==> src/core/prc_map.vh <==
/*
  register map, field positions and reset values of the peripheral reset control block.
  assumes a 32-bit register bus with byte addresses and aligned words.
*/
`ifndef PRC_MAP_VH
`define PRC_MAP_VH

// register byte offsets
`define PRC_OFS_RESET_CTRL 8'h50
`define PRC_OFS_RSVD_WORD 8'h54
`define PRC_OFS_SEQ_FAULT 8'h80
`define PRC_OFS_CLK_VIEW 8'h84
`define PRC_ADDR_W 8

// reset values and bit masks
`define PRC_RESET_CTRL_INIT 32'hF4FF_F33F
`define PRC_RESET_CTRL_MASK 32'hF4FF_F33F
`define PRC_RESET_NON_RTC_MASK 32'hF0FF_F33F
`define PRC_RSVD_WORD_INIT 32'h0000_0000
`define PRC_RSVD_WORD_MASK 32'h0000_00FF
`define PRC_SEQ_FAULT_INIT 32'h0000_0000

// field positions of the reset control register
`define PRC_BIT_CHECKSUM 31
`define PRC_BIT_ACCEL 30
`define PRC_BIT_DMA 29
`define PRC_BIT_COMPARATOR 28
`define PRC_BIT_CALENDAR 26
`define PRC_BIT_FD_BUS 23
`define PRC_BIT_BSERIAL3 22
`define PRC_BIT_TWO_WIRE 21
`define PRC_BIT_BSERIAL2 20
`define PRC_BIT_BSERIAL1 19
`define PRC_BIT_BSERIAL0 18
`define PRC_BIT_SYNC1 17
`define PRC_BIT_SYNC0 16
`define PRC_BIT_MS_TIMER 15
`define PRC_BIT_CONV1 14
`define PRC_BIT_CONV0 13
`define PRC_BIT_MOTOR_PWM 12
`define PRC_BIT_FTIMER1 9
`define PRC_BIT_FTIMER0 8
`define PRC_BIT_TIMER5 5
`define PRC_BIT_TIMER0 0

// bus responses
`define PRC_RESP_OKAY 2'b00
`define PRC_RESP_SLVERR 2'b10

`endif

==> src/core/prc_axil_slave.v <==
/*
  axi4-lite slave front end: takes address and data in either order,
  hands one write and one read at a time to the register file.
  assumes the register file decodes wr_addr and rd_addr combinationally.
*/
`timescale 1ns/1ns
`include "prc_map.vh"

module prc_axil_slave (
    input wire aclk,
    input wire aresetn,
    input wire [`PRC_ADDR_W-1:0] awaddr,
    input wire awvalid,
    output reg awready,
    input wire [31:0] wdata,
    input wire [3:0] wstrb,
    input wire wvalid,
    output reg wready,
    output reg [1:0] bresp,
    output reg bvalid,
    input wire bready,
    input wire [`PRC_ADDR_W-1:0] araddr,
    input wire arvalid,
    output reg arready,
    output reg [31:0] rdata,
    output reg [1:0] rresp,
    output reg rvalid,
    input wire rready,
    output wire wr_en,
    output reg [`PRC_ADDR_W-1:0] wr_addr,
    output reg [31:0] wr_data,
    output reg [3:0] wr_strb,
    input wire wr_ok,
    output reg [`PRC_ADDR_W-1:0] rd_addr,
    input wire [31:0] rd_data,
    input wire rd_ok
);

reg aw_held;
reg w_held;
reg ar_held;

// write commits once both halves are held and no response is pending
assign wr_en = aw_held & w_held & ~bvalid;

// write address, data and response
always @(posedge aclk) begin
    if (!aresetn) begin
        aw_held <= 1'b0;
        w_held <= 1'b0;
        awready <= 1'b1;
        wready <= 1'b1;
        bvalid <= 1'b0;
        bresp <= `PRC_RESP_OKAY;
        wr_addr <= {`PRC_ADDR_W{1'b0}};
        wr_data <= 32'h0000_0000;
        wr_strb <= 4'h0;
    end else begin
        if (awvalid && awready) begin
            aw_held <= 1'b1;
            awready <= 1'b0;
            wr_addr <= awaddr;
        end
        if (wvalid && wready) begin
            w_held <= 1'b1;
            wready <= 1'b0;
            wr_data <= wdata;
            wr_strb <= wstrb;
        end
        if (wr_en) begin
            aw_held <= 1'b0;
            w_held <= 1'b0;
            bvalid <= 1'b1;
            bresp <= wr_ok ? `PRC_RESP_OKAY : `PRC_RESP_SLVERR;
        end
        if (bvalid && bready) begin
            bvalid <= 1'b0;
            awready <= 1'b1;
            wready <= 1'b1;
        end
    end
end

// read address and data
always @(posedge aclk) begin
    if (!aresetn) begin
        ar_held <= 1'b0;
        arready <= 1'b1;
        rvalid <= 1'b0;
        rresp <= `PRC_RESP_OKAY;
        rdata <= 32'h0000_0000;
        rd_addr <= {`PRC_ADDR_W{1'b0}};
    end else begin
        if (arvalid && arready) begin
            ar_held <= 1'b1;
            arready <= 1'b0;
            rd_addr <= araddr;
        end
        if (ar_held) begin
            ar_held <= 1'b0;
            rvalid <= 1'b1;
            rdata <= rd_data;
            rresp <= rd_ok ? `PRC_RESP_OKAY : `PRC_RESP_SLVERR;
        end
        if (rvalid && rready) begin
            rvalid <= 1'b0;
            arready <= 1'b1;
        end
    end
end

endmodule // prc_axil_slave

==> src/core/prc_top.v <==
/*
  peripheral reset control: one software reset bit per peripheral, a
  reset line to each, a write gate for each peripheral's registers and a
  reserved word, all behind an axi4-lite slave.
  assumes por_resetn and aresetn are already synchronous to aclk, and
  that the clock gating bits and write requests come from aclk logic.
*/
`timescale 1ns/1ns
`include "prc_map.vh"

// Function
// - reset register at 0x50, 1 holds peripheral
// - implemented bits reset to 1, reserved 0
// - calendar bit reloaded by power-on reset only
// - set bit keeps its peripheral in reset
// - set bit blocks writes to peripheral registers
// - bits 31-28, 26, 23, 22-16 upper peripheral map
// - bits 15-12, 9-8, 5-0 lower peripheral map
// - reserved word at 0x54, upper bytes zero
// - companion clock gating bit: 1 supplies clock

module prc_top (
    input wire aclk,
    input wire aresetn,
    input wire por_resetn,
    input wire [7:0] s_axi_awaddr,
    input wire s_axi_awvalid,
    output wire s_axi_awready,
    input wire [31:0] s_axi_wdata,
    input wire [3:0] s_axi_wstrb,
    input wire s_axi_wvalid,
    output wire s_axi_wready,
    output wire [1:0] s_axi_bresp,
    output wire s_axi_bvalid,
    input wire s_axi_bready,
    input wire [7:0] s_axi_araddr,
    input wire s_axi_arvalid,
    output wire s_axi_arready,
    output wire [31:0] s_axi_rdata,
    output wire [1:0] s_axi_rresp,
    output wire s_axi_rvalid,
    input wire s_axi_rready,
    input wire [31:0] peripheral_clock_gating,
    input wire [31:0] periph_wr_req,
    output reg [31:0] periph_wr_grant,
    output reg [31:0] periph_clk_enable,
    output wire checksum_unit_reset,
    output wire accelerator_reset,
    output wire dma_unit_reset,
    output wire comparator_reset,
    output wire calendar_clock_reset,
    output wire fd_bus_reset,
    output wire buffered_serial3_reset,
    output wire two_wire_unit_reset,
    output wire buffered_serial2_reset,
    output wire buffered_serial1_reset,
    output wire buffered_serial0_reset,
    output wire sync_port1_reset,
    output wire sync_port0_reset,
    output wire millisecond_timer_reset,
    output wire converter1_reset,
    output wire converter0_reset,
    output wire motor_pwm_reset,
    output wire function_timer1_reset,
    output wire function_timer0_reset,
    output wire [5:0] timer_reset
);

// register state
reg [31:0] peripheral_reset_control;
reg [31:0] reserved_word_a;
reg [31:0] seq_fault;
reg [31:0] gating_prev;

// slave side signals
wire wr_en;
wire [7:0] wr_addr;
wire [31:0] wr_data;
wire [3:0] wr_strb;
wire [7:0] rd_addr;
reg [31:0] rd_data;
wire wr_ok;
wire rd_ok;
wire [31:0] strb_mask;
wire [31:0] write_bits;

// address decode shared by read and write paths
function [1:0] prc_decode;
    input [7:0] addr;
    begin
        case (addr)
            `PRC_OFS_RESET_CTRL: prc_decode = 2'd0;
            `PRC_OFS_RSVD_WORD: prc_decode = 2'd1;
            `PRC_OFS_SEQ_FAULT: prc_decode = 2'd2;
            `PRC_OFS_CLK_VIEW: prc_decode = 2'd3;
            default: prc_decode = 2'd3;
        endcase
    end
endfunction

// mapped address check shared by read and write paths
function prc_mapped;
    input [7:0] addr;
    begin
        prc_mapped = (addr == `PRC_OFS_RESET_CTRL) || (addr == `PRC_OFS_RSVD_WORD) ||
                     (addr == `PRC_OFS_SEQ_FAULT) || (addr == `PRC_OFS_CLK_VIEW);
    end
endfunction

// bus front end
prc_axil_slave u_slave (
    .aclk(aclk),
    .aresetn(aresetn),
    .awaddr(s_axi_awaddr),
    .awvalid(s_axi_awvalid),
    .awready(s_axi_awready),
    .wdata(s_axi_wdata),
    .wstrb(s_axi_wstrb),
    .wvalid(s_axi_wvalid),
    .wready(s_axi_wready),
    .bresp(s_axi_bresp),
    .bvalid(s_axi_bvalid),
    .bready(s_axi_bready),
    .araddr(s_axi_araddr),
    .arvalid(s_axi_arvalid),
    .arready(s_axi_arready),
    .rdata(s_axi_rdata),
    .rresp(s_axi_rresp),
    .rvalid(s_axi_rvalid),
    .rready(s_axi_rready),
    .wr_en(wr_en),
    .wr_addr(wr_addr),
    .wr_data(wr_data),
    .wr_strb(wr_strb),
    .wr_ok(wr_ok),
    .rd_addr(rd_addr),
    .rd_data(rd_data),
    .rd_ok(rd_ok)
);

assign wr_ok = prc_mapped(wr_addr);
assign rd_ok = prc_mapped(rd_addr);

// byte strobes widened to a bit mask
genvar gi;
generate
    for (gi = 0; gi < 4; gi = gi + 1) begin : g_strb
        assign strb_mask[gi*8 +: 8] = {8{wr_strb[gi]}};
    end
endgenerate

// write data merged with the old value under the strobes
assign write_bits = (peripheral_reset_control & ~strb_mask) | (wr_data & strb_mask);

// reset control register; calendar bit kept across non power-on resets
always @(posedge aclk) begin
    if (!por_resetn) begin
        peripheral_reset_control <= `PRC_RESET_CTRL_INIT;
    end else if (!aresetn) begin
        peripheral_reset_control <= (`PRC_RESET_CTRL_INIT & `PRC_RESET_NON_RTC_MASK) |
            (peripheral_reset_control & ~`PRC_RESET_NON_RTC_MASK);
    end else if (wr_en && prc_mapped(wr_addr) && prc_decode(wr_addr) == 2'd0) begin
        peripheral_reset_control <= write_bits & `PRC_RESET_CTRL_MASK;
    end
end

// reserved word: only the low byte holds a value
always @(posedge aclk) begin
    if (!aresetn || !por_resetn) begin
        reserved_word_a <= `PRC_RSVD_WORD_INIT;
    end else if (wr_en && wr_addr == `PRC_OFS_RSVD_WORD) begin
        reserved_word_a <= ((reserved_word_a & ~strb_mask) | (wr_data & strb_mask)) &
            `PRC_RSVD_WORD_MASK;
    end
end

// previous gating view for order checking
always @(posedge aclk) begin
    if (!aresetn || !por_resetn) begin
        gating_prev <= 32'h0000_0000;
    end else begin
        gating_prev <= peripheral_clock_gating & `PRC_RESET_CTRL_MASK;
    end
end

// order fault flags: release without clock, or clock stop while running
wire [31:0] release_now;
wire [31:0] bring_up_fault;
wire [31:0] shut_down_fault;
wire [31:0] fault_clear;
assign release_now = (wr_en && wr_addr == `PRC_OFS_RESET_CTRL) ?
    (peripheral_reset_control & ~write_bits & `PRC_RESET_CTRL_MASK) : 32'h0000_0000;
assign bring_up_fault = release_now & ~peripheral_clock_gating;
assign shut_down_fault = gating_prev & ~peripheral_clock_gating &
    ~peripheral_reset_control & `PRC_RESET_CTRL_MASK;
assign fault_clear = (wr_en && wr_addr == `PRC_OFS_SEQ_FAULT) ?
    (wr_data & strb_mask) : 32'h0000_0000;

// sticky flags, write one to clear, a new fault wins over the clear
always @(posedge aclk) begin
    if (!aresetn || !por_resetn) begin
        seq_fault <= `PRC_SEQ_FAULT_INIT;
    end else begin
        seq_fault <= (seq_fault & ~fault_clear) | bring_up_fault | shut_down_fault;
    end
end

// register read mux
always @* begin
    rd_data = 32'h0000_0000;
    if (prc_mapped(rd_addr)) begin
        case (prc_decode(rd_addr))
            2'd0: rd_data = peripheral_reset_control & `PRC_RESET_CTRL_MASK;
            2'd1: rd_data = reserved_word_a & `PRC_RSVD_WORD_MASK;
            2'd2: rd_data = seq_fault;
            2'd3: rd_data = peripheral_clock_gating & `PRC_RESET_CTRL_MASK;
            default: rd_data = 32'h0000_0000;
        endcase
    end
end

// write gate: clock supplied and reset released, else the write is dropped
always @(posedge aclk) begin
    if (!aresetn || !por_resetn) begin
        periph_wr_grant <= 32'h0000_0000;
    end else begin
        periph_wr_grant <= periph_wr_req & ~peripheral_reset_control &
            peripheral_clock_gating & `PRC_RESET_CTRL_MASK;
    end
end

// clock enables follow the companion gating bits
always @(posedge aclk) begin
    if (!aresetn || !por_resetn) begin
        periph_clk_enable <= 32'h0000_0000;
    end else begin
        periph_clk_enable <= peripheral_clock_gating & `PRC_RESET_CTRL_MASK;
    end
end

// reset lines straight from the register bits
assign checksum_unit_reset = peripheral_reset_control[`PRC_BIT_CHECKSUM];
assign accelerator_reset = peripheral_reset_control[`PRC_BIT_ACCEL];
assign dma_unit_reset = peripheral_reset_control[`PRC_BIT_DMA];
assign comparator_reset = peripheral_reset_control[`PRC_BIT_COMPARATOR];
assign calendar_clock_reset = peripheral_reset_control[`PRC_BIT_CALENDAR];
assign fd_bus_reset = peripheral_reset_control[`PRC_BIT_FD_BUS];
assign buffered_serial3_reset = peripheral_reset_control[`PRC_BIT_BSERIAL3];
assign two_wire_unit_reset = peripheral_reset_control[`PRC_BIT_TWO_WIRE];
assign buffered_serial2_reset = peripheral_reset_control[`PRC_BIT_BSERIAL2];
assign buffered_serial1_reset = peripheral_reset_control[`PRC_BIT_BSERIAL1];
assign buffered_serial0_reset = peripheral_reset_control[`PRC_BIT_BSERIAL0];
assign sync_port1_reset = peripheral_reset_control[`PRC_BIT_SYNC1];
assign sync_port0_reset = peripheral_reset_control[`PRC_BIT_SYNC0];
assign millisecond_timer_reset = peripheral_reset_control[`PRC_BIT_MS_TIMER];
assign converter1_reset = peripheral_reset_control[`PRC_BIT_CONV1];
assign converter0_reset = peripheral_reset_control[`PRC_BIT_CONV0];
assign motor_pwm_reset = peripheral_reset_control[`PRC_BIT_MOTOR_PWM];
assign function_timer1_reset = peripheral_reset_control[`PRC_BIT_FTIMER1];
assign function_timer0_reset = peripheral_reset_control[`PRC_BIT_FTIMER0];
assign timer_reset = peripheral_reset_control[`PRC_BIT_TIMER5:`PRC_BIT_TIMER0];

endmodule // prc_top

==> config.mk <==
export PLATFORM = sky130hd
export DESIGN_NAME = prc_top
export DESIGN_NICKNAME = d
export VERILOG_FILES = /design/src/core/prc_axil_slave.v /design/src/core/prc_top.v
export VERILOG_INCLUDE_DIRS = /design/src /design/src/core
export SDC_FILE = /design/constraint.sdc
export NUM_CORES = 1
export LEC_CHECK = 0
export BUFFER_PORTS_ARGS = -buffer_cell sky130_fd_sc_hd__buf_2
export CORE_MARGIN = 1.5
export CORE_UTILIZATION = 40
export CTS_CLUSTER_SIZE = 16
export DETAILED_ROUTE_END_ITERATION = 6
export GPL_ROUTABILITY_DRIVEN = 0
export GPL_TIMING_DRIVEN = 0
export PLACE_DENSITY = 0.72
export SLEW_MARGIN = 20
export SYNTH_ARGS = -nofsm -noshare
export SYNTH_HDL_FRONTEND = slang
export SYNTH_SLANG_ARGS = --single-unit
==> constraint.sdc <==
create_clock -name aclk -period 4.5 [get_ports aclk]
set_clock_uncertainty 0.05 [all_clocks]
set_input_delay 0.9 -clock aclk [delete_from_list [all_inputs] [get_ports aclk]]
set_output_delay 0.9 -clock aclk [all_outputs]
set_load 0.02 [all_outputs]
==> results by group <==
Hold path
  – HP Class: reg2reg
  – Worst hold path depth: 1
  – Hold path start: u_slave.wr_data[24]$_SDFFE_PN0P_

Clock tree
  – PostCTS Resize Cnt: 0
  – CTS Hold Buffers Added: 0
  – Clock sinks: 209
  – CTS tree: done
  – CTS Buffer Depth: 3
  – Clk slew on worst S/H paths: 0.06 ns
  – Clk root buf: clkbuf_16
  – CTS buffer count: 22
  – Clock Latency Late Sink: 0.51 ns
  – Post-CTS Setup Repair Bufs: 0
  – H-tree Lvls: 1

Final layout
  – Layout Nets: 1326
  – Most common cell after layout, fill and taps aside: buf_2
  – Fin area: 10400 um^2
  – Share of layout cells above drive strength 1: 23.6%
  – Inserted Diodes: 0
  – Most frequent cells in the layout: 228 x buf_2, 209 x dfxtp_1, 139 x nand2_1, 72 x inv_1, 69 x a21oi_1
  – Area Growth Syn to Fin: 26.0%

Critical path
  – Worst setup EP type: flop
  – Crit Path Max Fanout: 10
  – Reg2reg path depth: 5
  – CP startpoint kind: input pin
  – Worst r2r src: u_slave.ar_held$_SDFF_PP0_
  – Worst EP required: 4.89 ns
  – CP Class: in2reg
  – CP startpoint: aresetn
  – Worst Path Arrival: 2.94 ns

Synthesis
  – Cells after Synth: 942
  – Average cell area after synthesis: 8.79 um^2
  – Sequential area share after synthesis: 50.5%
  – Synth cell types: 51
  – #FFs+latches synth: 209
  – Synth Warn #: 0
  – Cell area after synthesis: 8280 um^2

Floorplan
  – # IOs: 254
  – Die Wd: 147 um
  – Die area: 21600 um^2
  – Die Span Y: 147 um
  – Site row count: 52
  – Core area: 20200 um^2
  – Initial core utilization: 40.9%

Placed design
  – Post-DP HPWL: 18900 um
  – Port bufs: 221
  – Placed Area: 9780 um^2
  – Pre-CTS WS: 1.46 ns

Power
  – Max VDD drop: 0.000205 V
  – Leakage: 0.00458 uW
  – Overall Power: 3990 uW
  – Power Density: 383 nW/um^2

Routing
  – Routed Antenna Nets: 0
  – Vias/cell: 5.25
  – Vias after detailed routing: 7775
  – DR iter-0 viols: 575
  – Final WL: 26000 um
  – Drc violations: 0
  – Routed wire length per instance: 17.5 um
  – First-pass iteration count of the detailed router: 7

Global routing
  – Initial antenna violation count: 0
  – First-pass GRT wire length: 39900 um
  – GRT overflow: 0
  – Vias in the first global route: 7212
  – Total track usage: 23.5%
  – Largest net degree at the start of global routing: 13

Timing
  – Final worst path period need: 2.55 ns
  – F_max: 0.392 GHz
  – Post-route setup slack: 1.95 ns
  – Least-Margin Pin Slew: 0.891 ns
  – # setup viols final: 0
  – Relative slew slack: 40.3%
  – Fin. max-slew vios: 0
  – Worst Hold Slack: 0.378 ns
  – Hold Vio Cnt, Final: 0
  – Tcrit/Tclk final: 56.7%
  – Setup TNS: 0 ns
  – RSZ-0062 raised after global routing: false

Flow run
  – Maxcap violations: 0

Run status
  – Outcome: completed
## logic make-up after synthesis
kind of cell           count (synthesis)  synth area share (%)
muxes                                  8                 0.967
buffers and inverters                143                  7.75
other                                  1                0.0453
and+or+nand+nor                      321                  19.5
DFF                                  209                  50.5
AOI/OAI and AO/OA                    260                  21.1
## critical path, cell delays in order
cell and delay (ns):
buf_2 0.09, inv_1 0.12, nor2_1 0.64, dlygate4sd3_1 0.98
nand2_1 0.12, o21ai_1 0.08
## worst paths after layout
kind	endpoint	slack [ns]
max	u_slave.rdata[22]$_SDFFE_PN0P_	1.95
min	seq_fault[24]$_SDFF_PN0_	0.38
max reg2reg	u_slave.rdata[22]$_SDFFE_PN0P_	2.12
min reg2reg	seq_fault[24]$_SDFF_PN0_	0.38
## layout make-up
class                           instances  area, um^2
Timing Repair Buffer                  221        1110
Inverter                               72         270
Fill cell                            1970        9800
Sequential cell                       209        4180
Tap cell                              270         338
Clock inverter                          3        40.0
Clock buffer                           31         616
Multi-Input combinational cell        605        3510
Buffer                                 71         372
## synthesized netlist by cell type (all sizes together)
cell type / instances / area share [%]
a2111oi: 1 / 0.33
a211o: 5 / 0.53
a211oi: 3 / 0.27
a21bo: 1 / 0.20
a21oi: 69 / 4.2
a222oi: 6 / 0.73
a31oi: 28 / 2.1
a41oi: 20 / 2.1
and2: 6 / 0.45
and3: 48 / 3.6
and3b: 6 / 0.63
and4bb: 1 / 0.15
buf: 31 / 2.6
clkbuf: 39 / 1.8
conb: 1 / 0.045
dfxtp: 209 / 51
dlygate4sd3: 1 / 0.12
inv: 72 / 3.3
mux2i: 8 / 0.97
nand2: 139 / 6.3
nand2b: 25 / 1.9
nand3: 13 / 0.79
nand3b: 2 / 0.18
nand4: 8 / 0.60
nand4bb: 1 / 0.14
nor2: 44 / 2.0
nor2b: 1 / 0.076
nor3: 4 / 0.24
nor4: 3 / 0.41
nor4b: 1 / 0.18
o211a: 1 / 0.12
o211ai: 1 / 0.091
o21a: 1 / 0.091
o21ai: 62 / 3.7
o221ai: 19 / 2.1
o2bb2ai: 20 / 2.1
o311ai: 1 / 0.11
o32ai: 22 / 2.3
or2b: 10 / 0.91
or3: 3 / 0.23
or3b: 1 / 0.14
or4: 1 / 0.091
or4b: 3 / 0.36
or4bb: 1 / 0.15
## routing by layer
metal / up-vias / wire [um] / share of wire, % / track usage [%]
met5: - / 0 / 0 / 0
met1: 3606 / 11500 / 44 / 31.9
met4: 0 / 518 / 2.0 / 6.36
li1: 3823 / - / - / -
met2: 305 / 12100 / 46 / 38.9
met3: 41 / 1830 / 7.1 / 3.63
## metrics by stage
step	instances	util, %
floorplan	957	-
global placement	1448	48.3
detailed placement	1448	48.3
CTS	1482	51.6
global route	1482	51.6
finish	1482	51.6
## flip-flops by register name, summed over array words and instances (netlist names), named ones only
register                  count
periph_wr_grant              25
peripheral_reset_control     25
u_slave.wr_data              32
u_slave.wr_addr               8
u_slave.w_held                1
periph_clk_enable            25
u_slave.ar_held               1
u_slave.bresp                 1
u_slave.rvalid                1
u_slave.rd_addr               8
u_slave.awready               1
u_slave.rresp                 1
u_slave.arready               1
u_slave.rdata                32
u_slave.aw_held               1
seq_fault                    32
u_slave.wready                1
u_slave.wr_strb               4
u_slave.bvalid                1
## report_power, final
group | total, uW | internal (uW) | switching [uW]
Clock | 1710 | 998 | 715
Sequential | 1930 | 1900 | 37.8
Combinational | 347 | 124 | 223
Power figures use the tool's default switching activity.
